`src/design/bcc_pkg.sv`:
```
`default_nettype none

package bcc_pkg;

    // ----------------------------------------
    // clock and timebase
    // ----------------------------------------
    localparam int unsigned CLK_HZ = 100_000_000;
    localparam int unsigned CLK_PERIOD_NS = 10;
    localparam int unsigned BASE_HZ = 32768;
    localparam int unsigned PRESCALE_CYCLES = CLK_HZ / BASE_HZ;
    localparam int unsigned CHAIN_BITS = 15;
    localparam int unsigned TICK64_BITS = 9;
    localparam int unsigned IRQ_PULSE_NS = 7_812_500;
    localparam int unsigned IRQ_PULSE_CYCLES = IRQ_PULSE_NS / CLK_PERIOD_NS;

    // ----------------------------------------
    // location offsets
    // ----------------------------------------
    localparam logic [3:0] OFF_SECONDS_ONES = 4'h0;
    localparam logic [3:0] OFF_SECONDS_TENS = 4'h1;
    localparam logic [3:0] OFF_MINUTES_ONES = 4'h2;
    localparam logic [3:0] OFF_MINUTES_TENS = 4'h3;
    localparam logic [3:0] OFF_HOURS_ONES = 4'h4;
    localparam logic [3:0] OFF_HOURS_TENS = 4'h5;
    localparam logic [3:0] OFF_DAY_ONES = 4'h6;
    localparam logic [3:0] OFF_DAY_TENS = 4'h7;
    localparam logic [3:0] OFF_MONTH_ONES = 4'h8;
    localparam logic [3:0] OFF_MONTH_TENS = 4'h9;
    localparam logic [3:0] OFF_YEARS_ONES = 4'hA;
    localparam logic [3:0] OFF_YEARS_TENS = 4'hB;
    localparam logic [3:0] OFF_DOW_CODE = 4'hC;
    localparam logic [3:0] OFF_CTRL_CMD_STATUS = 4'hD;
    localparam logic [3:0] OFF_CTRL_IRQ_SETUP = 4'hE;
    localparam logic [3:0] OFF_CTRL_COUNT_SETUP = 4'hF;
    localparam int unsigned DATA_LOCATIONS = 13;

    // ----------------------------------------
    // field positions
    // ----------------------------------------
    localparam int unsigned D_ROUND_BIT = 3;
    localparam int unsigned D_IRQ_BIT = 2;
    localparam int unsigned D_BUSY_BIT = 1;
    localparam int unsigned D_HOLD_BIT = 0;
    localparam int unsigned E_PERIOD_LSB = 2;
    localparam int unsigned E_WAVE_BIT = 1;
    localparam int unsigned E_MASK_BIT = 0;
    localparam int unsigned F_TEST_BIT = 3;
    localparam int unsigned F_24H_BIT = 2;
    localparam int unsigned F_STOP_BIT = 1;
    localparam int unsigned F_RESET_BIT = 0;
    localparam int unsigned HR10_PM_BIT = 2;

    // ----------------------------------------
    // values after reset
    // ----------------------------------------
    localparam logic [3:0] RST_DAY_ONES = 4'h1;
    localparam logic [3:0] RST_MONTH_ONES = 4'h1;
    localparam logic [3:0] RST_CTRL_IRQ_SETUP = 4'h0;
    localparam logic [3:0] RST_CTRL_COUNT_SETUP = 4'h4;

    // ----------------------------------------
    // types
    // ----------------------------------------
    typedef enum logic [1:0] {
        PER_64TH = 2'h0,
        PER_SECOND = 2'h1,
        PER_MINUTE = 2'h2,
        PER_HOUR = 2'h3
    } bcc_period_t;

    typedef enum logic [2:0] {
        IRQ_IDLE = 3'h1,
        IRQ_PULSE = 3'h2,
        IRQ_LATCH = 3'h4
    } bcc_irq_t;

    typedef struct packed {
        logic rd;
        logic wr;
        logic [3:0] addr;
        logic [7:0] wdata;
    } bcc_bus_t;

    typedef struct packed {
        logic [3:0] seconds_ones;
        logic [2:0] seconds_tens;
        logic [3:0] minutes_ones;
        logic [2:0] minutes_tens;
        logic [3:0] hr1;
        logic [1:0] hr10;
        logic pm;
        logic [3:0] day1;
        logic [1:0] day10;
        logic [3:0] mon1;
        logic mon10;
        logic [3:0] yr1;
        logic [1:0] yr10;
        logic [2:0] dow;
    } bcc_time_t;

endpackage

`default_nettype wire

```
`src/design/bcc_calendar_clock.sv`:
```
// Contract
// - 16 locations: 13 data, 3 control
// - digits use low 4/3/2/1 bits
// - weekday 3 bits, Sunday 000..Saturday 110
// - D: round, irq flag, busy, hold bits
// - round zeroes seconds, minute +1 if over 29
// - irq flag reads status, write 0 clears latch
// - busy 1: counters unsafe
// - hold write 1 loads written values
// - E period: 1/64 s, second, minute, hour
// - latched mode holds output low until cleared
// - standard mode pulses low 7.8125 ms
// - E mask bit 1 disables output
// - F test bit picks fast or normal source
// - F hour format: 24 hour or 12 AM/PM
// - F stop bit halts the divider
// - F reset clears sub-second stages only
// - locations ordered seconds to control F
// - hours tens carries the PM indication
`timescale 1ns/100ps
`default_nettype none

module bcc_calendar_clock #(
    parameter int unsigned IRQ_PULSE_CYCLES = bcc_pkg::IRQ_PULSE_CYCLES,
    parameter int unsigned PRESCALE = bcc_pkg::PRESCALE_CYCLES
) (
    // clock and reset
    input wire logic clk_in,
    input wire logic reset_n_in,
    // host location bus
    input wire bcc_pkg::bcc_bus_t bus_in,
    output logic [7:0] rdata_out,
    // interrupt line, active low
    output logic irq_n_out
);

    localparam int unsigned CW = $clog2(IRQ_PULSE_CYCLES + 1);
    localparam logic [CW-1:0] PULSE_LAST = CW'(IRQ_PULSE_CYCLES - 1);

    generate
        if (IRQ_PULSE_CYCLES < 1)
        begin : g_bad
            $error("pulse length must be positive");
        end
    endgenerate

    typedef struct packed {
        bcc_pkg::bcc_time_t now;
        logic [bcc_pkg::DATA_LOCATIONS-1:0][7:0] shadow;
        logic [3:0] ctrl_e;
        logic [3:0] ctrl_f;
        bcc_pkg::bcc_irq_t irq_st;
        logic [CW-1:0] pulse_cnt;
        logic busy;
        logic irq_n;
        logic [7:0] rdata;
    } bcc_state_t;

    bcc_state_t s;
    bcc_state_t next_s;
    logic base_tick;
    logic tick64;
    logic sec_tick;

    // ------------------------------------------------------------
    // timebase divider
    // ------------------------------------------------------------
    bcc_timebase #(
        .PRESCALE(PRESCALE),
        .CHAIN_W(bcc_pkg::CHAIN_BITS)
    ) u_timebase (
        .clk_in(clk_in),
        .reset_n_in(reset_n_in),
        .stop_in(s.ctrl_f[bcc_pkg::F_STOP_BIT]),
        .clear_in(s.ctrl_f[bcc_pkg::F_RESET_BIT]),
        .base_tick_out(base_tick),
        .tick64_out(tick64),
        .sec_tick_out(sec_tick)
    );

    // ------------------------------------------------------------
    // last day of the month, two digits
    // ------------------------------------------------------------
    function automatic logic [5:0] last_day(input bcc_pkg::bcc_time_t t);
        logic leap;
        logic [5:0] r;
        leap = t.yr10[0] ? (t.yr1 == 4'h2 || t.yr1 == 4'h6)
                         : (t.yr1 == 4'h0 || t.yr1 == 4'h4 || t.yr1 == 4'h8);
        r = {2'h3, 4'h1};
        if (!t.mon10 && t.mon1 == 4'h2)
            r = leap ? {2'h2, 4'h9} : {2'h2, 4'h8};
        else if ((!t.mon10 && (t.mon1 == 4'h4 || t.mon1 == 4'h6
                  || t.mon1 == 4'h9)) || (t.mon10 && t.mon1 == 4'h1))
            r = {2'h3, 4'h0};
        return r;
    endfunction

    // ------------------------------------------------------------
    // bus decode, counting, interrupt and read path
    // ------------------------------------------------------------
    always_comb
    begin
        logic wr_d;
        logic load;
        logic round;
        logic irq_clr;
        logic count_tick;
        logic min_adv;
        logic hr_adv;
        logic day_adv;
        logic mon_adv;
        logic yr_adv;
        logic ev;
        logic h24;
        logic [7:0] rd;
        bcc_pkg::bcc_time_t t;
        wr_d = 1'b0;
        load = 1'b0;
        round = 1'b0;
        irq_clr = 1'b0;
        min_adv = 1'b0;
        hr_adv = 1'b0;
        day_adv = 1'b0;
        mon_adv = 1'b0;
        yr_adv = 1'b0;
        ev = 1'b0;
        rd = 8'h00;
        next_s = s;
        t = s.now;
        h24 = s.ctrl_f[bcc_pkg::F_24H_BIT];

        // host writes to data locations land in holding bytes
        if (bus_in.wr)
        begin
            if (bus_in.addr <= bcc_pkg::OFF_DOW_CODE)
                next_s.shadow[bus_in.addr] = bus_in.wdata;
            else if (bus_in.addr == bcc_pkg::OFF_CTRL_CMD_STATUS)
                wr_d = 1'b1;
            else if (bus_in.addr == bcc_pkg::OFF_CTRL_IRQ_SETUP)
                next_s.ctrl_e = bus_in.wdata[3:0];
            else
                next_s.ctrl_f = bus_in.wdata[3:0];
        end
        load = wr_d && bus_in.wdata[bcc_pkg::D_HOLD_BIT];
        round = wr_d && bus_in.wdata[bcc_pkg::D_ROUND_BIT];
        irq_clr = wr_d && !bus_in.wdata[bcc_pkg::D_IRQ_BIT];
        count_tick = s.ctrl_f[bcc_pkg::F_TEST_BIT] ? base_tick
                                                    : sec_tick;

        if (load)
        begin
            // copy holding bytes into counters
            t.seconds_ones = s.shadow[0][3:0];
            t.seconds_tens = s.shadow[1][2:0];
            t.minutes_ones = s.shadow[2][3:0];
            t.minutes_tens = s.shadow[3][2:0];
            t.hr1 = s.shadow[4][3:0];
            t.hr10 = s.shadow[5][1:0];
            t.pm = s.shadow[5][bcc_pkg::HR10_PM_BIT];
            t.day1 = s.shadow[6][3:0];
            t.day10 = s.shadow[7][1:0];
            t.mon1 = s.shadow[8][3:0];
            t.mon10 = s.shadow[9][0];
            t.yr1 = s.shadow[10][3:0];
            t.yr10 = s.shadow[11][1:0];
            t.dow = s.shadow[12][2:0];
        end
        else
        begin
            if (round)
            begin
                t.seconds_ones = 4'h0;
                t.seconds_tens = 3'h0;
                min_adv = s.now.seconds_tens >= 3'h3;
            end
            else if (count_tick)
            begin
                // seconds digits
                if (t.seconds_ones != 4'h9)
                    t.seconds_ones = t.seconds_ones + 4'h1;
                else
                begin
                    t.seconds_ones = 4'h0;
                    if (t.seconds_tens == 3'h5)
                    begin
                        t.seconds_tens = 3'h0;
                        min_adv = 1'b1;
                    end
                    else
                        t.seconds_tens = t.seconds_tens + 3'h1;
                end
            end
            if (min_adv)
            begin
                if (t.minutes_ones != 4'h9)
                    t.minutes_ones = t.minutes_ones + 4'h1;
                else
                begin
                    t.minutes_ones = 4'h0;
                    if (t.minutes_tens == 3'h5)
                    begin
                        t.minutes_tens = 3'h0;
                        hr_adv = 1'b1;
                    end
                    else
                        t.minutes_tens = t.minutes_tens + 3'h1;
                end
            end
            if (hr_adv)
            begin
                if (h24 && t.hr10 == 2'h2 && t.hr1 == 4'h3)
                begin
                    t.hr10 = 2'h0; // 23 rolls to 00
                    t.hr1 = 4'h0;
                    day_adv = 1'b1;
                end
                else if (!h24 && t.hr10 == 2'h1 && t.hr1 == 4'h2)
                begin
                    t.hr10 = 2'h0; // 12 rolls to 01
                    t.hr1 = 4'h1;
                end
                else if (!h24 && t.hr10 == 2'h1 && t.hr1 == 4'h1)
                begin
                    t.hr1 = 4'h2;
                    t.pm = !t.pm;
                    day_adv = s.now.pm;
                end
                else if (t.hr1 == 4'h9)
                begin
                    t.hr1 = 4'h0;
                    t.hr10 = t.hr10 + 2'h1;
                end
                else
                    t.hr1 = t.hr1 + 4'h1;
            end
            if (day_adv)
            begin
                t.dow = (t.dow == 3'h6) ? 3'h0 : t.dow + 3'h1;
                if ({t.day10, t.day1} == last_day(t))
                begin
                    t.day10 = 2'h0;
                    t.day1 = 4'h1;
                    mon_adv = 1'b1;
                end
                else if (t.day1 == 4'h9)
                begin
                    t.day1 = 4'h0;
                    t.day10 = t.day10 + 2'h1;
                end
                else
                    t.day1 = t.day1 + 4'h1;
            end
            if (mon_adv)
            begin
                if (t.mon10 && t.mon1 == 4'h2)
                begin
                    t.mon10 = 1'b0;
                    t.mon1 = 4'h1;
                    yr_adv = 1'b1;
                end
                else if (t.mon1 == 4'h9)
                begin
                    t.mon10 = 1'b1;
                    t.mon1 = 4'h0;
                end
                else
                    t.mon1 = t.mon1 + 4'h1;
            end
            if (yr_adv)
            begin
                if (t.yr1 != 4'h9)
                    t.yr1 = t.yr1 + 4'h1;
                else
                begin
                    t.yr1 = 4'h0;
                    t.yr10 = t.yr10 + 2'h1; // tens wrap in two bits
                end
            end
        end
        next_s.now = t;
        next_s.busy = load || round || count_tick;

        // periodic event selection
        case (bcc_pkg::bcc_period_t'(s.ctrl_e[bcc_pkg::E_PERIOD_LSB +: 2]))
            bcc_pkg::PER_64TH: ev = tick64;
            bcc_pkg::PER_SECOND: ev = count_tick && !load && !round;
            bcc_pkg::PER_MINUTE: ev = min_adv;
            bcc_pkg::PER_HOUR: ev = hr_adv;
            default: ev = 1'b0;
        endcase

        // interrupt waveform; a new event wins over a clear
        case (s.irq_st)
            bcc_pkg::IRQ_IDLE:
            begin
                if (ev && s.ctrl_e[bcc_pkg::E_WAVE_BIT])
                    next_s.irq_st = bcc_pkg::IRQ_LATCH;
                else if (ev)
                begin
                    next_s.irq_st = bcc_pkg::IRQ_PULSE;
                    next_s.pulse_cnt = PULSE_LAST;
                end
            end
            bcc_pkg::IRQ_PULSE:
            begin
                if (ev)
                    next_s.pulse_cnt = PULSE_LAST;
                else if (s.pulse_cnt == '0)
                    next_s.irq_st = bcc_pkg::IRQ_IDLE;
                else
                    next_s.pulse_cnt = s.pulse_cnt - 1'b1;
            end
            bcc_pkg::IRQ_LATCH:
            begin
                if (irq_clr && !ev)
                    next_s.irq_st = bcc_pkg::IRQ_IDLE;
            end
            default: next_s.irq_st = bcc_pkg::IRQ_IDLE;
        endcase
        next_s.irq_n = (next_s.irq_st == bcc_pkg::IRQ_IDLE)
                       || next_s.ctrl_e[bcc_pkg::E_MASK_BIT];

        // read path, upper bits zero
        case (bus_in.addr)
            bcc_pkg::OFF_SECONDS_ONES: rd = {4'h0, s.now.seconds_ones};
            bcc_pkg::OFF_SECONDS_TENS: rd = {5'h00, s.now.seconds_tens};
            bcc_pkg::OFF_MINUTES_ONES: rd = {4'h0, s.now.minutes_ones};
            bcc_pkg::OFF_MINUTES_TENS: rd = {5'h00, s.now.minutes_tens};
            bcc_pkg::OFF_HOURS_ONES: rd = {4'h0, s.now.hr1};
            bcc_pkg::OFF_HOURS_TENS: rd = {5'h00, s.now.pm, s.now.hr10};
            bcc_pkg::OFF_DAY_ONES: rd = {4'h0, s.now.day1};
            bcc_pkg::OFF_DAY_TENS: rd = {6'h00, s.now.day10};
            bcc_pkg::OFF_MONTH_ONES: rd = {4'h0, s.now.mon1};
            bcc_pkg::OFF_MONTH_TENS: rd = {7'h00, s.now.mon10};
            bcc_pkg::OFF_YEARS_ONES: rd = {4'h0, s.now.yr1};
            bcc_pkg::OFF_YEARS_TENS: rd = {6'h00, s.now.yr10};
            bcc_pkg::OFF_DOW_CODE: rd = {5'h00, s.now.dow};
            bcc_pkg::OFF_CTRL_CMD_STATUS:
                rd = {5'h00, s.irq_st != bcc_pkg::IRQ_IDLE,
                      s.busy, 1'b0};
            bcc_pkg::OFF_CTRL_IRQ_SETUP: rd = {4'h0, s.ctrl_e};
            bcc_pkg::OFF_CTRL_COUNT_SETUP: rd = {4'h0, s.ctrl_f};
            default: rd = 8'h00;
        endcase
        if (bus_in.rd)
            next_s.rdata = rd;
    end

    // state register with reset values
    always_ff @(posedge clk_in)
    begin
        if (!reset_n_in)
        begin
            s <= '0;
            s.now.day1 <= bcc_pkg::RST_DAY_ONES;
            s.now.mon1 <= bcc_pkg::RST_MONTH_ONES;
            s.ctrl_e <= bcc_pkg::RST_CTRL_IRQ_SETUP;
            s.ctrl_f <= bcc_pkg::RST_CTRL_COUNT_SETUP;
            s.irq_st <= bcc_pkg::IRQ_IDLE;
            s.irq_n <= 1'b1;
        end
        else
            s <= next_s;
    end

    assign rdata_out = s.rdata;
    assign irq_n_out = s.irq_n;

endmodule

`default_nettype wire

```
`src/design/bcc_timebase.sv`:
```
`timescale 1ns/100ps
`default_nettype none

module bcc_timebase #(
    parameter int unsigned PRESCALE = bcc_pkg::PRESCALE_CYCLES,
    parameter int unsigned CHAIN_W = bcc_pkg::CHAIN_BITS
) (
    // clock and reset
    input wire logic clk_in,
    input wire logic reset_n_in,
    // control
    input wire logic stop_in,
    input wire logic clear_in,
    // tick enables
    output logic base_tick_out,
    output logic tick64_out,
    output logic sec_tick_out
);

    localparam int unsigned PW = $clog2(PRESCALE);
    localparam logic [PW-1:0] PRESC_LAST = PW'(PRESCALE - 1);
    localparam int unsigned T64 = bcc_pkg::TICK64_BITS;

    generate
        if (PRESCALE < 2 || CHAIN_W <= T64)
        begin : g_bad
            $error("bad prescale or chain width");
        end
    endgenerate

    typedef struct packed {
        logic [PW-1:0] presc;
        logic [CHAIN_W-1:0] chain;
        logic base;
        logic t64;
        logic sec;
    } bcc_tb_state_t;

    bcc_tb_state_t s;
    bcc_tb_state_t next_s;

    // prescaler, then binary divider chain
    always_comb
    begin
        next_s = s;
        next_s.base = 1'b0;
        next_s.t64 = 1'b0;
        next_s.sec = 1'b0;
        if (clear_in)
        begin
            next_s.presc = '0;
            next_s.chain = '0;
        end
        else if (!stop_in)
        begin
            if (s.presc == PRESC_LAST)
            begin
                next_s.presc = '0;
                next_s.base = 1'b1;
                next_s.chain = s.chain + 1'b1;
                next_s.t64 = &s.chain[T64-1:0];
                next_s.sec = &s.chain; // chain carry
            end
            else
            begin
                next_s.presc = s.presc + 1'b1;
            end
        end
    end

    // state register
    always_ff @(posedge clk_in)
    begin
        if (!reset_n_in)
            s <= '0;
        else
            s <= next_s;
    end

    assign base_tick_out = s.base;
    assign tick64_out = s.t64;
    assign sec_tick_out = s.sec;

endmodule

`default_nettype wire

```
`config.mk`:
```
export PLATFORM = sky130hd
export DESIGN_NAME = bcc_calendar_clock
export DESIGN_NICKNAME = d
export VERILOG_FILES = /design/src/design/bcc_pkg.sv /design/src/design/bcc_calendar_clock.sv /design/src/design/bcc_timebase.sv
export SDC_FILE = /design/constraint.sdc
export NUM_CORES = 1
export LEC_CHECK = 0
export BUFFER_PORTS_ARGS = -buffer_cell sky130_fd_sc_hd__buf_2
export CAP_MARGIN = 20
export CELL_PAD_IN_SITES_DETAIL_PLACEMENT = 0
export CELL_PAD_IN_SITES_GLOBAL_PLACEMENT = 2
export CORE_ASPECT_RATIO = 0.7
export CORE_UTILIZATION = 34
export DETAILED_ROUTE_END_ITERATION = 8
export MAX_ROUTING_LAYER = met4
export PLACE_DENSITY_LB_ADDON = 0.1
export SLEW_MARGIN = 20
export SYNTH_ARGS = -nofsm -noshare
export SYNTH_HDL_FRONTEND = slang
export SYNTH_SLANG_ARGS = --single-unit
```
`constraint.sdc`:
```
create_clock -name clk_in -period 2.4 [get_ports clk_in]
set_input_delay 0.24 -clock clk_in [delete_from_list [all_inputs] [get_ports clk_in]]
set_output_delay 0.24 -clock clk_in [all_outputs]
set_load 0.02 [all_outputs]
```
### Word level (Yosys, flattened, before mapping)

Index checks and enable logic that the tools add are counted.

* word-level logic and storage cells: 273
* input port bits: 16
* flip-flop bits (word level): 216

* equal/unequal tests: 56
* muxes and demuxes: 87
* $lt $le $gt $ge: 4
* bitwise operators: 6
* reduce and logical (&&, ||, !) cells: 65
* add/subtract/negate cells: 15

Operators by type and width (number)
* $pmux 8 s16: 1
* $bwmux 104: 1
* $mux 20: 3
* $eq 4x4->1 const B: 12
* $mux 6: 7
* $mux 41: 1
* $pmux 20 s2: 1
* $mux 1: 34
* $mux 3: 11
* $demux 8 s4: 1
* $eq 4x3->1 const B: 8
* $mux 4: 8
* $mux 5: 6
* $mux 7: 4
* $add 4x1->4 const B: 6
* $eq 4x2->1 const B: 6
* $mux 23: 1
* $logic_not 20->1: 1
* $sub 20x1->20 const B: 1
* $logic_and 1x1->1: 17
* $ne 4x4->1 const B: 4
* $reduce_and 4->1: 4
* $add 15x1->15 const B: 1
* $reduce_and 15->1: 1
* other kinds (37): 93

### Longest topological paths before layout

Gate-level depths: netlist of the first run.

* depth in word-level cells: 21
* gate-level depth with buffers: 10
* gate-level depth less buffers: 9

### Modules after synthesis

From an unflattened synthesis of the first run, not the netlist that was laid out.

* cells, all modules: 1010
* area, all modules: 8072.7 µm²

Modules (own cells, without submodules)
* bcc_calendar_clock: cells an instance 853, area an instance 6700.2 µm², seq. area each 2382.3 µm², times used 1
* bcc_timebase: cells an instance 157, area an instance 1372.6 µm², seq. area each 600.6 µm², times used 1

### Worst setup path after synthesis of the first run

Ideal clock, no wire load.

* path kind: register to register
* from: register s[158] (netlist name)
* to: register s[152] (netlist name)
* cell stages (with the launch flop): 9
* path buffers: 1
* clock period less this slack: 2.427 ns
* path slack: -0.027 ns
* data arrival time: 2.353 ns
* path through: dfxtp_1 > buf_6 > or4b_4 > or4b_4 > a21oi_2 > and3_4 > nand3_2 > or3_1 > a31oi_1

* cells in the longest elaborated chain, start to end: 16
* elaborated cells on any way between the ends: 24
* those cells by class: 6 x eq/ne; 10 x mux; 8 x reduce/logical

Ends and longest elaborated chain
* start, declared: line bcc_calendar_clock.sv:59 `bcc_state_t s;`
* start signal, assigned: line bcc_calendar_clock.sv:363 `s <= next_s;`
* $eq 4x3->1: line bcc_calendar_clock.sv:92 `else if ((!t.mon10 && (t.mon1 == 4'h4 || t.mon1 == 4'h6`
* $logic_or 1x1->1: line bcc_calendar_clock.sv:92
* $logic_or 1x1->1: line bcc_calendar_clock.sv:93 `|| t.mon1 == 4'h9)) || (t.mon10 && t.mon1 == 4'h1))`
* $logic_and 1x1->1: line bcc_calendar_clock.sv:92
* $logic_or 1x1->1: line bcc_calendar_clock.sv:93
* $mux 1: line bcc_calendar_clock.sv:92
* $mux 5: line bcc_calendar_clock.sv:90 `if (!t.mon10 && t.mon1 == 4'h2)`
* $mux 6: line bcc_calendar_clock.sv:236 `if (day_adv)`
* $mux 6: line bcc_calendar_clock.sv:150 `if (load)`
* $eq 6x6->1: line bcc_calendar_clock.sv:239 `if ({t.day10, t.day1} == last_day(t))`
* $mux 1: line bcc_calendar_clock.sv:239
* $mux 1: line bcc_calendar_clock.sv:236
* $mux 1: line bcc_calendar_clock.sv:150
* $mux 1 *: line bcc_calendar_clock.sv:253 `if (mon_adv)`
* $mux 1 *: line bcc_calendar_clock.sv:150
* $reduce_bool 2->1 (no line) *

Mark *: on every way between the ends. The rest lies on a longest branch, timed or not. The select of a mux whose other input is x is not followed.
A chain may end at the register's enable or synchronous reset.

### Worst setup path in the final report of the first run

* from: register s[154] (netlist name)
* to: register s[152] (netlist name)

* cells in the longest elaborated chain, start to end: 14
* elaborated cells on any way between the ends: 18
* those cells by class: 1 x eq/ne; 10 x mux; 7 x reduce/logical

Ends and longest elaborated chain (line)
* $logic_not 1->1: bcc_calendar_clock.sv:90, bcc_calendar_clock.sv:92
* $logic_and 1x1->1: bcc_calendar_clock.sv:92
* $logic_or 1x1->1: bcc_calendar_clock.sv:93
* $mux 1: bcc_calendar_clock.sv:92
* $mux 5: bcc_calendar_clock.sv:90
* $mux 6: bcc_calendar_clock.sv:236
* $mux 6: bcc_calendar_clock.sv:150
* $eq 6x6->1: bcc_calendar_clock.sv:239
* $mux 1: bcc_calendar_clock.sv:239
* $mux 1: bcc_calendar_clock.sv:236
* $mux 1: bcc_calendar_clock.sv:150
* $mux 1 *: bcc_calendar_clock.sv:253
* $mux 1 *: bcc_calendar_clock.sv:150
* $reduce_bool 2->1 (no line) *

Marks and branches as above.

==> results of run 1 <==
worst max path at each step:
stage          startpoint     end  slack (ns)  cells past startpoint
3_3_place_gp       s[183]   s[11]       -0.07                     10
4_1_cts            s[156]  s[161]       -0.08                      9
6_report           s[154]  s[152]       -0.09                      7
3_5_place_dp       s[183]   s[11]       -0.07                     10
2_1_floorplan      s[158]  s[152]       -0.01                      8
5_1_grt            s[158]  s[156]       -0.19                      8
metal layers:
layer,part of all wire,track usage,vias up
li1,-,-,3718
met1,0.55,0.3242,3406
met2,0.40,0.2941,135
met3,0.045,0.04661,16
met4,0.010,0.05445,0
met5,0,-,-
cells in the final DEF (no fill, tap or decap), types with 8 or more instances in the layout:
| cell type | instances |
|---|---|
| sky130_fd_sc_hd__nor2_1 | 146 |
| sky130_fd_sc_hd__dfxtp_1 | 146 |
| sky130_fd_sc_hd__nand2_1 | 96 |
| sky130_fd_sc_hd__buf_4 | 96 |
| sky130_fd_sc_hd__o21ai_0 | 67 |
| sky130_fd_sc_hd__a21oi_1 | 65 |
| sky130_fd_sc_hd__mux2i_1 | 46 |
| sky130_fd_sc_hd__nand3_1 | 35 |
| sky130_fd_sc_hd__inv_1 | 27 |
| sky130_fd_sc_hd__nor3_1 | 25 |
| sky130_fd_sc_hd__nor2b_1 | 19 |
| sky130_fd_sc_hd__xor2_1 | 19 |
| sky130_fd_sc_hd__a211oi_1 | 18 |
| sky130_fd_sc_hd__nand2b_1 | 17 |
| sky130_fd_sc_hd__clkbuf_16 | 17 |
| sky130_fd_sc_hd__buf_2 | 17 |
| sky130_fd_sc_hd__a31oi_1 | 16 |
| sky130_fd_sc_hd__o211ai_1 | 14 |
| sky130_fd_sc_hd__ha_1 | 12 |
| sky130_fd_sc_hd__a22oi_1 | 11 |
| sky130_fd_sc_hd__and3_1 | 10 |
| sky130_fd_sc_hd__xnor2_1 | 10 |
| sky130_fd_sc_hd__nand4_1 | 9 |
| sky130_fd_sc_hd__or3_1 | 8 |
worst max-delay path: cells and delay by family (launching register included):
family / cells / cell delay (ns)
AOI/OAI and AO/OA: 2 / 0.30
and+or+nand+nor: 5 / 1.81
DFF: 1 / 0.31
cell usage after synthesis (9+ instances only):
library cell / n
sky130_fd_sc_hd__nor2b_1: 19
sky130_fd_sc_hd__a21oi_1: 68
sky130_fd_sc_hd__a221oi_1: 9
sky130_fd_sc_hd__a22oi_1: 11
sky130_fd_sc_hd__o21ai_0: 68
sky130_fd_sc_hd__ha_1: 12
sky130_fd_sc_hd__nor2_1: 147
sky130_fd_sc_hd__a211oi_1: 19
sky130_fd_sc_hd__nand2b_1: 17
sky130_fd_sc_hd__nor3_1: 27
sky130_fd_sc_hd__dfxtp_1: 149
sky130_fd_sc_hd__nand3_1: 36
sky130_fd_sc_hd__buf_4: 11
sky130_fd_sc_hd__and3_1: 10
sky130_fd_sc_hd__nand2_1: 97
sky130_fd_sc_hd__o211ai_1: 14
sky130_fd_sc_hd__xor2_1: 19
sky130_fd_sc_hd__a31oi_1: 16
sky130_fd_sc_hd__xnor2_1: 12
sky130_fd_sc_hd__mux2i_1: 46
sky130_fd_sc_hd__clkbuf_1: 45
sky130_fd_sc_hd__nand4_1: 9
sky130_fd_sc_hd__inv_1: 28
state kept, by name (all words and copies together), names as in the netlist:
| name | count |
|---|---|
| s | 114 |
| u_timebase.s | 27 |
| rdata_out | 4 |
| irq_n_out | 1 |
| u_timebase.base_tick_out | 1 |
| u_timebase.sec_tick_out | 1 |
| u_timebase.tick64_out | 1 |
layout make-up:
cell class | count | area, sq um
Fill cell | 2375 | 13090
Multi-Input combinational cell | 762 | 4688
Sequential cell | 149 | 2987
Timing Repair Buffer | 120 | 919.6
Clock buffer | 19 | 442.9
Tap cell | 312 | 390.4
Clock inverter | 13 | 168.9
Inverter | 28 | 106.4
Antenna cell | 1 | 2.502
repair_timing:
action                     in CTS  in global routing
hold endpoints to repair        0                  0
setup endpoints to repair      15                 28
setup buffers                   1                  3
pin swaps                       6                 27
resized for setup               6                 23
cloned                          0                  2
cell families after synthesis:
kind of cell | count (synthesis) | share of synthesized area
multiplexers | 50 | 0.06505
flip-flops | 149 | 0.3755
buffers and inverters | 95 | 0.05229
XOR/XNOR | 31 | 0.03418
AND/OR/NAND/NOR | 417 | 0.2550
AO/OA/AOI/OAI | 248 | 0.1986
adder cells (fa/ha/maj) | 12 | 0.01890
other | 1 | 0.0004721
power groups by stage:
stage | Sequential, mW | Combinational (mW) | Clock [mW]
2_1_floorplan | 2.57 | 0.204 | 0
3_3_place_gp | 2.58 | 0.314 | 0
3_5_place_dp | 2.58 | 0.312 | 0
4_1_cts | 2.52 | 0.313 | 2.91
5_1_grt | 2.52 | 0.345 | 3.02
6_report | 2.52 | 0.314 | 2.83
metrics by stage:
| step | setup TNS [ns] | hold WS (ns) | cells |
|---|---|---|---|
| floorplan | -0.01354 | 0.3356 | 1006 |
| global placement | -0.2191 | 0.4470 | 1366 |
| detailed placement | -0.2354 | 0.4515 | 1366 |
| CTS | -0.1725 | 0.06513 | 1399 |
| global route | -1.388 | 0.07661 | 1404 |
| finish | -0.4365 | 0.08137 | 1404 |
==> metrics.txt, run 1 <==
# TYPE chip_impl_metric gauge
chip_impl_info{name="outcome",value="finished, violations left"} 1
chip_impl_info{name="violations_in_the_final_reports",value="setup timing"} 1
chip_impl_metric{name="synth_seq_cells",unit=""} 149
chip_impl_metric{name="post_drt_via_cell_ratio",unit=""} 5.182
chip_impl_metric{name="min_delay_path_depth",unit=""} 2
chip_impl_metric{name="clk_transition_reported_paths",unit="ns"} 0.07
chip_impl_metric{name="clock_power_share",unit=""} 0.500
chip_impl_metric{name="cts_buffer_depth",unit=""} 2
chip_impl_metric{name="seq_pwr_share",unit=""} 0.445
chip_impl_metric{name="crit_fanout",unit=""} 4
chip_impl_metric{name="hold_viol",unit=""} 0
chip_impl_info{name="timing.critical_path.mode_cell",value="sky130_fd_sc_hd__or4b_4"} 1
chip_impl_info{name="setup.worst_path.start_class",value="register"} 1
chip_impl_metric{name="placer_congestion_estimate",unit=""} 0.8216
chip_impl_metric{name="grt_use_total",unit=""} 0.2187
chip_impl_metric{name="async_flop_share",unit=""} 0
chip_impl_metric{name="pin_count_of_the_biggest_net_entering_global_routing",unit=""} 41
chip_impl_metric{name="post-route-period-util",unit=""} 1.038
chip_impl_metric{name="htree_num_levels",unit=""} 4
chip_impl_metric{name="drt_pass1_iterations",unit=""} 7
chip_impl_metric{name="grt.overflow.total",unit=""} 0
chip_impl_info{name="synth_area_leaders",value="sky130_fd_sc_hd__dfxtp_1 (38%), sky130_fd_sc_hd__nor2_1 (6.9%), sky130_fd_sc_hd__mux2i_1 (5.8%), sky130_fd_sc_hd__nand2_1 (4.6%), sky130_fd_sc_hd__a21oi_1 (4.3%)"} 1
chip_impl_metric{name="power_per_cell_area",unit="nW/um^2"} 583.9
chip_impl_metric{name="comb_power_share",unit=""} 0.055
chip_impl_metric{name="io_buffer_count",unit=""} 16
chip_impl_metric{name="finalNetCount",unit=""} 1106
chip_impl_metric{name="final-setup-viol-count",unit=""} 10
chip_impl_metric{name="postLayoutCoreUtil",unit=""} 0.4258
chip_impl_info{name="crit_path_max_delay_cell_type",value="sky130_fd_sc_hd__or4b_4"} 1
chip_impl_info{name="clockRootBuffer",value="sky130_fd_sc_hd__clkbuf_16"} 1
chip_impl_metric{name="r2r_setup_slack",unit="ns"} -0.09
chip_impl_metric{name="hpwlAfterDp",unit="mm"} 17.31
chip_impl_metric{name="sw_frac_of_total",unit=""} 0.2448
chip_impl_metric{name="floorplan.io_pins",unit=""} 25
chip_impl_metric{name="post-route-cell-area",unit="sq um"} 9706
chip_impl_metric{name="grt_pass1_wl",unit="mm"} 38.87
chip_impl_metric{name="drt-wirelength-per-cell",unit="um"} 17.32
chip_impl_metric{name="dpl_cell_area",unit="sq um"} 8910
chip_impl_info{name="cp_cell_instances",value="or4b_4, or4b_4, a21oi_4, and3_4, nand3_4, or3_1, a31oi_1"} 1
chip_impl_metric{name="power.internal",unit="mW"} 4.280
chip_impl_info{name="rsz0062_at_grt",value="yes"} 1
chip_impl_metric{name="cts-buffers-inserted",unit=""} 17
chip_impl_metric{name="worst_skew_pair.late_latency",unit="ns"} 0.44
chip_impl_info{name="crit-reg2reg-launch",value="s[154]"} 1
chip_impl_metric{name="detailedPlace.worstSlack",unit="ns"} -0.07469
chip_impl_info{name="worst_hold_path_type",value="in2reg"} 1
chip_impl_metric{name="ff2ff_path_depth",unit=""} 7
chip_impl_metric{name="first_iter_violations",unit=""} 455
chip_impl_metric{name="drt_wl_total",unit="mm"} 24.31
chip_impl_metric{name="synth_enable_flop_cells",unit=""} 0
chip_impl_metric{name="floorplan_die_area",unit="sq um"} 23990
chip_impl_metric{name="ys_types",unit=""} 76
chip_impl_metric{name="yosysWarnings",unit=""} 0
chip_impl_metric{name="die_h",unit="um"} 129.9
chip_impl_metric{name="syn-instance-count",unit=""} 1003
chip_impl_metric{name="cap_violations",unit=""} 0
chip_impl_metric{name="initial_core_util",unit=""} 0.3485
chip_impl_metric{name="switching_power",unit="mW"} 1.387
chip_impl_metric{name="holdBufCountCts",unit=""} 0
chip_impl_metric{name="post-layout-total-power",unit="mW"} 5.667
chip_impl_metric{name="cpPeakStageDelay",unit="ns"} 0.55
chip_impl_metric{name="final-max-slew-violation-count",unit=""} 0
chip_impl_metric{name="power_leakage",unit="nW"} 3.750
chip_impl_info{name="synth.largest_area_cell",value="sky130_fd_sc_hd__dfxtp_1"} 1
chip_impl_info{name="synth-main-ff-cell",value="sky130_fd_sc_hd__dfxtp_1"} 1
chip_impl_info{name="cts_tree",value="yes"} 1
chip_impl_info{name="regToRegEndpoint",value="s[152]"} 1
chip_impl_metric{name="post_synth_instance_area",unit="sq um"} 7944
chip_impl_metric{name="route.antenna.remaining_nets",unit=""} 0
chip_impl_metric{name="vdd_ir_drop_max",unit="mV"} 0.5113
chip_impl_metric{name="synth_largest_type_area_fraction",unit=""} 0.3755
chip_impl_metric{name="drt_drc_violations_left",unit=""} 0
chip_impl_metric{name="timing.fmax",unit="MHz"} 401.4
chip_impl_info{name="critical_path.endpoint_type",value="register"} 1
chip_impl_metric{name="cts_sinks",unit=""} 149
chip_impl_metric{name="required",unit="ns"} 2.77
chip_impl_metric{name="num_rows",unit=""} 46
chip_impl_info{name="holdCritStartpoint",value="bus_in[13]"} 1
chip_impl_metric{name="design.core.area",unit="sq um"} 22790
chip_impl_metric{name="final_period_minus_worst_setup_slack",unit="ns"} 2.491
chip_impl_metric{name="area_growth_syn_to_layout",unit="%"} 22.18
chip_impl_metric{name="fp.dieW",unit="um"} 184.7
chip_impl_metric{name="worst-endpoint-arrival",unit="ns"} 2.86
chip_impl_metric{name="detailroute.via_count",unit=""} 7275
chip_impl_metric{name="syn_area_per_cell",unit="sq um"} 7.920
chip_impl_info{name="critical_path_class",value="reg2reg"} 1
chip_impl_metric{name="antenna_found_initial",unit=""} 1
chip_impl_metric{name="post_route_clock_skew",unit="ns"} 0.009769
chip_impl_info{name="hold_path_end",value="rdata_out[3]"} 1
chip_impl_metric{name="first_global_vias",unit=""} 6725
chip_impl_metric{name="layout-drive-gt1-share",unit=""} 0.1732
chip_impl_metric{name="timing.final.ws_setup",unit="ns"} -0.09108
chip_impl_metric{name="synth_sequential_area_ratio",unit=""} 0.3755
(Power assumes the default switching activity.)
==> run 2: changes to the inputs <==
GPL_TIMING_DRIVEN = 0   (was unset)
==> metrics.txt, run 2 (same netlist as run 1, synthesis figures left out) <==
# TYPE chip_impl_metric gauge
chip_impl_info{name="outcome",value="finished, violations left"} 1
chip_impl_info{name="violations_in_the_final_reports",value="setup timing"} 1
chip_impl_metric{name="hold_viol",unit=""} 0
chip_impl_info{name="cp_cell_instances",value="or4b_4, or4b_4, a21oi_4, and3_4, nand3_4, or3_1, a31oi_1"} 1
chip_impl_metric{name="pin_count_of_the_biggest_net_entering_global_routing",unit=""} 17
chip_impl_metric{name="floorplan.io_pins",unit=""} 25
chip_impl_metric{name="cap_violations",unit=""} 0
chip_impl_metric{name="final-setup-viol-count",unit=""} 15
chip_impl_metric{name="num_rows",unit=""} 46
chip_impl_metric{name="maxSlewHeadroom",unit=""} 0.3504
chip_impl_metric{name="cp.depth",unit=""} 7
chip_impl_metric{name="detailedPlace.worstSlack",unit="ns"} -1.048
chip_impl_metric{name="design.core.area",unit="sq um"} 22790
chip_impl_metric{name="layout-drive-gt1-share",unit=""} 0.1719
chip_impl_info{name="regToRegEndpoint",value="s[152]"} 1
chip_impl_metric{name="sw_frac_of_total",unit=""} 0.2642
chip_impl_metric{name="htree_num_levels",unit=""} 4
chip_impl_info{name="most_common_cell_after_layout_fill_and_taps_aside",value="sky130_fd_sc_hd__nor2_1"} 1
chip_impl_info{name="destination_of_the_critical_timing_path",value="s[152]"} 1
chip_impl_metric{name="clk_transition_reported_paths",unit="ns"} 0.07
chip_impl_metric{name="drt-wirelength-per-cell",unit="um"} 20.46
chip_impl_metric{name="seq_pwr_share",unit=""} 0.447
chip_impl_metric{name="floorplan_die_area",unit="sq um"} 23990
chip_impl_info{name="rsz0062_at_grt",value="yes"} 1
chip_impl_metric{name="post_route_clock_skew",unit="ns"} 0.01026
chip_impl_metric{name="post-layout-total-power",unit="mW"} 5.640
chip_impl_info{name="critical_path_class",value="reg2reg"} 1
chip_impl_info{name="critical_path.top_delay_family",value="simple AND/OR/NAND/NOR gates"} 1
chip_impl_metric{name="multi_input_comb_area",unit="sq um"} 4923
chip_impl_metric{name="die_h",unit="um"} 129.9
chip_impl_metric{name="placer_congestion_estimate",unit=""} 0.8887
chip_impl_metric{name="fillCellCount",unit=""} 2370
chip_impl_metric{name="ff2ff_path_depth",unit=""} 7
chip_impl_metric{name="drt_pass1_iterations",unit=""} 5
chip_impl_metric{name="area.sequential",unit="sq um"} 3008
chip_impl_metric{name="required",unit="ns"} 2.76
chip_impl_metric{name="r2r_setup_slack",unit="ns"} -0.13
chip_impl_metric{name="finalNetCount",unit=""} 1103
chip_impl_metric{name="first_global_vias",unit=""} 6787
chip_impl_info{name="cts_tree",value="yes"} 1
chip_impl_metric{name="first_iter_violations",unit=""} 585
chip_impl_info{name="timing.critical_path.mode_cell",value="sky130_fd_sc_hd__or4b_4"} 1
chip_impl_info{name="registers.top_by_ff_count",value="s"} 1
chip_impl_metric{name="crit_fanout",unit=""} 5
chip_impl_metric{name="power_leakage",unit="nW"} 3.691
chip_impl_metric{name="power.internal",unit="mW"} 4.150
chip_impl_metric{name="grt_use_total",unit=""} 0.2494
chip_impl_metric{name="drt_drc_violations_left",unit=""} 0
chip_impl_metric{name="initial_core_util",unit=""} 0.3485
chip_impl_metric{name="holdBufCountCts",unit=""} 0
chip_impl_metric{name="cts_buffer_depth",unit=""} 2
chip_impl_metric{name="worst_skew_pair.late_latency",unit="ns"} 0.44
chip_impl_metric{name="timing.fmax",unit="MHz"} 395.1
chip_impl_metric{name="postLayoutCoreUtil",unit=""} 0.4302
chip_impl_metric{name="area_growth_syn_to_layout",unit="%"} 23.44
chip_impl_info{name="worst_hold_path_type",value="in2reg"} 1
chip_impl_metric{name="power_per_cell_area",unit="nW/um^2"} 575.2
chip_impl_metric{name="io_buffer_count",unit=""} 12
chip_impl_metric{name="hpwlAfterDp",unit="mm"} 20.14
chip_impl_metric{name="cp_num_buf_inv",unit=""} 0
chip_impl_metric{name="timing.final.ws_setup",unit="ns"} -0.1311
chip_impl_metric{name="post-route-period-util",unit=""} 1.055
chip_impl_metric{name="route.antenna.remaining_nets",unit=""} 0
chip_impl_metric{name="clock_power_share",unit=""} 0.492
chip_impl_metric{name="cts_sinks",unit=""} 149
chip_impl_info{name="crit-reg2reg-launch",value="s[154]"} 1
chip_impl_metric{name="worst-endpoint-arrival",unit="ns"} 2.89
chip_impl_info{name="critical_path.endpoint_type",value="register"} 1
chip_impl_metric{name="antenna_found_initial",unit=""} 0
chip_impl_metric{name="cpPeakStageDelay",unit="ns"} 0.54
chip_impl_metric{name="placedCellCount",unit=""} 1330
chip_impl_metric{name="worst_pin_slew",unit="ns"} 0.9744
chip_impl_info{name="clockRootBuffer",value="sky130_fd_sc_hd__clkbuf_16"} 1
chip_impl_metric{name="final-max-slew-violation-count",unit=""} 0
chip_impl_metric{name="vdd_ir_drop_max",unit="mV"} 0.5200
chip_impl_metric{name="grt.overflow.total",unit=""} 0
chip_impl_info{name="crit_path_max_delay_cell_type",value="sky130_fd_sc_hd__or4b_4"} 1
chip_impl_metric{name="fp.dieW",unit="um"} 184.7
chip_impl_metric{name="post_drt_via_cell_ratio",unit=""} 5.454
chip_impl_metric{name="final_period_minus_worst_setup_slack",unit="ns"} 2.531
chip_impl_metric{name="detailroute.via_count",unit=""} 7635
chip_impl_metric{name="grt_pass1_wl",unit="mm"} 42.48
chip_impl_info{name="worst_setup_path_startpoint",value="s[154]"} 1
chip_impl_metric{name="largest_reg_flops",unit=""} 114
chip_impl_metric{name="final_cell_count_without_fillers",unit=""} 1400
chip_impl_metric{name="drt_wl_total",unit="mm"} 28.64
chip_impl_metric{name="switching_power",unit="mW"} 1.490
chip_impl_metric{name="cts-buffers-inserted",unit=""} 17
chip_impl_info{name="commonest_cells_after_routing_fill_and_taps_aside",value="sky130_fd_sc_hd__nor2_1 (143), sky130_fd_sc_hd__dfxtp_1 (139), sky130_fd_sc_hd__nand2_1 (96), sky130_fd_sc_hd__a21oi_1 (66), sky130_fd_sc_hd__o21ai_0 (55)"} 1
chip_impl_metric{name="accumulated_negative_setup_slack",unit="ns"} -0.7304
chip_impl_info{name="setup.worst_path.start_class",value="register"} 1
chip_impl_metric{name="antenna_cell_count",unit=""} 0
chip_impl_metric{name="comb_power_share",unit=""} 0.061
run 2: changes by cell type in the layout (fill, tap and decap cells not counted), moves of 4 or more:
cell | previous run | this run
sky130_fd_sc_hd__buf_4 | 96 | 41
sky130_fd_sc_hd__buf_6 | 2 | 10
sky130_fd_sc_hd__clkbuf_1 | 1 | 36
sky130_fd_sc_hd__dfxtp_1 | 146 | 139
sky130_fd_sc_hd__dfxtp_4 | 0 | 5
sky130_fd_sc_hd__o21ai_0 | 67 | 55
sky130_fd_sc_hd__o21ai_1 | 0 | 4
sky130_fd_sc_hd__o21ai_2 | 1 | 8
run 2: final cells by class:
cell class,count,share of cell area
buffer,63,0.03356
clock buffer,17,0.04338
tap,312,0.03981
inverter,28,0.01072
sequential,149,0.3067
multi-input combinational,762,0.5021
clock inverter,15,0.01723
timing repair buffer,54,0.04645
run 2: worst min path at each step:
stage / to / cells after the start / start
after floorplan: rdata_out[3] / 1 / bus_in[13]
after global placement: s[175] / 2 / s[57]
after detailed placement: s[51] / 2 / s[51]
after CTS: rdata_out[3] / 2 / bus_in[13]
after global routing: rdata_out[3] / 2 / bus_in[13]
final: rdata_out[3] / 2 / bus_in[13]
run 2: stage by stage:
| step | hold slack (ns) | cell area, sq um |
|---|---|---|
| floorplan | 0.3356 | 7963 |
| global placement | 0.4445 | 8413 |
| detailed placement | 0.4500 | 8413 |
| CTS | 0.08445 | 9308 |
| global route | 0.1058 | 9806 |
| finish | 0.09471 | 9806 |
run 2: power groups by stage:
stage | sequential (mW) | combinational (mW) | clock (mW)
after floorplan | 2.57 | 0.204 | 0
after global placement | 2.58 | 0.331 | 0
after detailed placement | 2.58 | 0.327 | 0
after CTS | 2.52 | 0.332 | 2.83
after global routing | 2.53 | 0.372 | 2.92
final | 2.52 | 0.343 | 2.77
run 2: repair_timing:
| item | in CTS | in global routing |
|---|---|---|
| gates resized for setup | 59 | 81 |
| cloned | 0 | 1 |
| hold endpoints to repair | 0 | 0 |
| pin swaps | 18 | 39 |
| buffers inserted | 15 | 26 |
| endpoints found under the setup margin | 53 | 54 |
run 2: worst reg2reg max path, delay by kind of cell (launching register included):
family / cells / cell delay [ns]
AO/OA/AOI/OAI: 2 / 0.33
flip-flops: 1 / 0.35
AND/OR/NAND/NOR: 5 / 1.78
run 2: routing by layer:
metal,global-route usage,share of wire,vias up
li1,-,-,3719
met1,0.3886,0.53,3664
met2,0.3201,0.39,233
met3,0.04800,0.067,19
met4,0.05250,0.0085,0
met5,-,0,-
==> run 3: changes to the inputs <==
CORE_UTILIZATION = 35   (was 34)
CTS_BUF_LIST = sky130_fd_sc_hd__clkbuf_4   (was unset)
==> metrics.txt, run 3 (same netlist as run 1, synthesis figures left out) <==
# TYPE chip_impl_metric gauge
chip_impl_metric{name="accumulated_negative_setup_slack",unit="ns"} -0.8534
chip_impl_metric{name="vdd_ir_drop_max",unit="mV"} 0.2931
chip_impl_metric{name="drt-wirelength-per-cell",unit="um"} 20.45
chip_impl_info{name="critical_path_class",value="reg2reg"} 1
chip_impl_info{name="rsz0062_at_grt",value="yes"} 1
chip_impl_metric{name="antenna_found_initial",unit=""} 1
chip_impl_metric{name="post-route-cell-area",unit="sq um"} 9213
chip_impl_metric{name="floorplan.io_pins",unit=""} 25
chip_impl_metric{name="largest_reg_flops",unit=""} 114
chip_impl_metric{name="ff2ff_path_depth",unit=""} 7
chip_impl_metric{name="finalHoldWorstSlack",unit="ns"} 0.1940
chip_impl_metric{name="post-layout-total-power",unit="mW"} 4.502
chip_impl_metric{name="drt_wl_total",unit="mm"} 27.79
chip_impl_metric{name="design.core.area",unit="sq um"} 21960
chip_impl_metric{name="final_period_minus_worst_setup_slack",unit="ns"} 2.521
chip_impl_metric{name="initial_core_util",unit=""} 0.3618
chip_impl_metric{name="final-setup-viol-count",unit=""} 16
chip_impl_metric{name="crit_fanout",unit=""} 5
chip_impl_metric{name="pin_count_of_the_biggest_net_entering_global_routing",unit=""} 17
chip_impl_metric{name="num_rows",unit=""} 45
chip_impl_metric{name="clk_transition_reported_paths",unit="ns"} 0.16
chip_impl_metric{name="cts-buffers-inserted",unit=""} 17
chip_impl_info{name="commonest_cells_after_routing_fill_and_taps_aside",value="sky130_fd_sc_hd__nor2_1 (144), sky130_fd_sc_hd__dfxtp_1 (140), sky130_fd_sc_hd__nand2_1 (97), sky130_fd_sc_hd__a21oi_1 (65), sky130_fd_sc_hd__o21ai_0 (62)"} 1
chip_impl_metric{name="htree_num_levels",unit=""} 4
chip_impl_metric{name="timing.fmax",unit="MHz"} 396.6
chip_impl_metric{name="finalNetCount",unit=""} 1091
chip_impl_info{name="timing.critical_path.mode_cell",value="sky130_fd_sc_hd__or4b_4"} 1
chip_impl_metric{name="drt_pass1_iterations",unit=""} 5
chip_impl_info{name="registers.top_by_ff_count",value="s"} 1
chip_impl_metric{name="final-max-slew-violation-count",unit=""} 0
chip_impl_info{name="critical_path.endpoint_type",value="register"} 1
chip_impl_metric{name="area_growth_syn_to_layout",unit="%"} 15.97
chip_impl_metric{name="worst-endpoint-arrival",unit="ns"} 3.06
chip_impl_info{name="most_common_cell_after_layout_fill_and_taps_aside",value="sky130_fd_sc_hd__nor2_1"} 1
chip_impl_info{name="cp_cell_instances",value="or4b_4, or4b_4, a21oi_4, and3_4, nand4_4, or3_1, a31oi_1"} 1
chip_impl_metric{name="grt_use_total",unit=""} 0.2526
chip_impl_metric{name="route.antenna.remaining_nets",unit=""} 0
chip_impl_metric{name="post-route-period-util",unit=""} 1.051
chip_impl_metric{name="detailroute.via_count",unit=""} 7520
chip_impl_metric{name="power_per_cell_area",unit="nW/um^2"} 488.7
chip_impl_metric{name="layout-drive-gt1-share",unit=""} 0.1431
chip_impl_metric{name="min_delay_path_depth",unit=""} 4
chip_impl_metric{name="post_drt_via_cell_ratio",unit=""} 5.533
chip_impl_metric{name="floorplan_die_area",unit="sq um"} 23310
chip_impl_metric{name="worst_pin_slew",unit="ns"} 1.007
chip_impl_metric{name="worst_skew_pair.late_latency",unit="ns"} 0.60
chip_impl_info{name="outcome",value="finished, violations left"} 1
chip_impl_metric{name="io_buffer_count",unit=""} 12
chip_impl_info{name="setup.worst_path.start_class",value="register"} 1
chip_impl_metric{name="fp.dieW",unit="um"} 182.1
chip_impl_info{name="cts_tree",value="yes"} 1
chip_impl_metric{name="grt_pass1_wl",unit="mm"} 42.56
chip_impl_metric{name="first_global_vias",unit=""} 6790
chip_impl_metric{name="power_leakage",unit="nW"} 3.452
chip_impl_metric{name="grt.overflow.total",unit=""} 0
chip_impl_metric{name="cap_violations",unit=""} 0
chip_impl_metric{name="maxSlewHeadroom",unit=""} 0.3287
chip_impl_metric{name="cp_num_buf_inv",unit=""} 0
chip_impl_metric{name="cts_buffer_depth",unit=""} 2
chip_impl_metric{name="cp.depth",unit=""} 7
chip_impl_metric{name="hold_viol",unit=""} 0
chip_impl_metric{name="post_route_clock_skew",unit="ns"} 0.02434
chip_impl_metric{name="first_iter_violations",unit=""} 710
chip_impl_metric{name="drt_drc_violations_left",unit=""} 0
chip_impl_metric{name="required",unit="ns"} 2.94
chip_impl_metric{name="die_h",unit="um"} 128.0
chip_impl_info{name="violations_in_the_final_reports",value="setup timing"} 1
chip_impl_metric{name="postLayoutCoreUtil",unit=""} 0.4195
chip_impl_info{name="clockRootBuffer",value="sky130_fd_sc_hd__clkbuf_4"} 1
chip_impl_info{name="critical_path.top_delay_family",value="simple AND/OR/NAND/NOR gates"} 1
chip_impl_metric{name="placer_congestion_estimate",unit=""} 0.9261
chip_impl_metric{name="hpwlAfterDp",unit="mm"} 19.78
chip_impl_metric{name="cpPeakStageDelay",unit="ns"} 0.53
chip_impl_info{name="worst_hold_path_type",value="in2reg"} 1
chip_impl_metric{name="timing.final.ws_setup",unit="ns"} -0.1212
chip_impl_metric{name="dpl_cell_area",unit="sq um"} 8376
chip_impl_metric{name="cts_sinks",unit=""} 149
chip_impl_info{name="crit_path_max_delay_cell_type",value="sky130_fd_sc_hd__or4b_4"} 1
==> run 3: cell count changes in the layout (fill, tap and decap cells not counted), sizes merged <==
cell / before / now
bufinv: 2 / 1
diode: 0 / 1
dlygate4sd3: 0 / 3
buf: 76 / 57
clkbuf: 58 / 62
a21o: 4 / 5
==> run 3: layout make-up <==
cell class,instances,area (sq um)
antenna,1,2.502
buffer,65,346.6
clock buffer,18,135.1
clock inverter,14,141.4
fill,2322,12750
inverter,28,105.1
multi-input combinational,763,4815
sequential,149,3012
tap,282,352.8
timing repair buffer,39,302.8
==> run 3: repair_timing <==
| item | in CTS | in global routing |
|---|---|---|
| hold endpoints to repair | 12 | 0 |
| resized for setup | 52 | 47 |
| hold buffers | 3 | 0 |
| pin swaps | 6 | 16 |
| gates cloned | 0 | 2 |
| buffers inserted | 12 | 11 |
| setup endpoints to repair | 53 | 61 |
==> run 3: power breakdown <==
group / switching, mW / leakage, nW / internal, mW
Combinational: 0.239 / 2.10 / 0.0995
Sequential: 0.0297 / 1.21 / 2.49
Clock: 1.09 / 0.144 / 0.555
Total: 1.35 / 3.45 / 3.15
==> run 3: worst reg2reg max path: stages, from the launching register on <==
cell and delay, ns:
sky130_fd_sc_hd__dfxtp_4 0.39, sky130_fd_sc_hd__or4b_4 0.53, sky130_fd_sc_hd__or4b_4 0.51, sky130_fd_sc_hd__a21oi_4 0.17, sky130_fd_sc_hd__and3_4 0.26, sky130_fd_sc_hd__nand4_4 0.13
sky130_fd_sc_hd__or3_1 0.33, sky130_fd_sc_hd__a31oi_1 0.17
==> run 3: layer usage <==
metal  vias to the layer above  wire length (um)  track usage
met5                         -                 0            -
met4                         0               232      0.05536
met3                        18              1788      0.05028
met2                       217             10430       0.3194
met1                      3586             15330       0.3962
li1                       3699                 -            -
==> run 3: worst paths after layout <==
path,to,slack [ns],from
setup reg to reg,s[149],-0.12,s[158]
setup / recovery,s[149],-0.12,s[158]
hold reg to reg,s[108],0.47,s[108]
hold / removal,s[108],0.19,bus_in[8]
==> run 3: per-stage QoR <==
step           instances  worst slack [ns]
2_1_floorplan       1006         -0.009808
3_3_place_gp        1300            -1.111
3_5_place_dp        1300            -1.027
4_1_cts             1345           -0.1328
5_1_grt             1359           -0.2137
6_report            1359           -0.1212
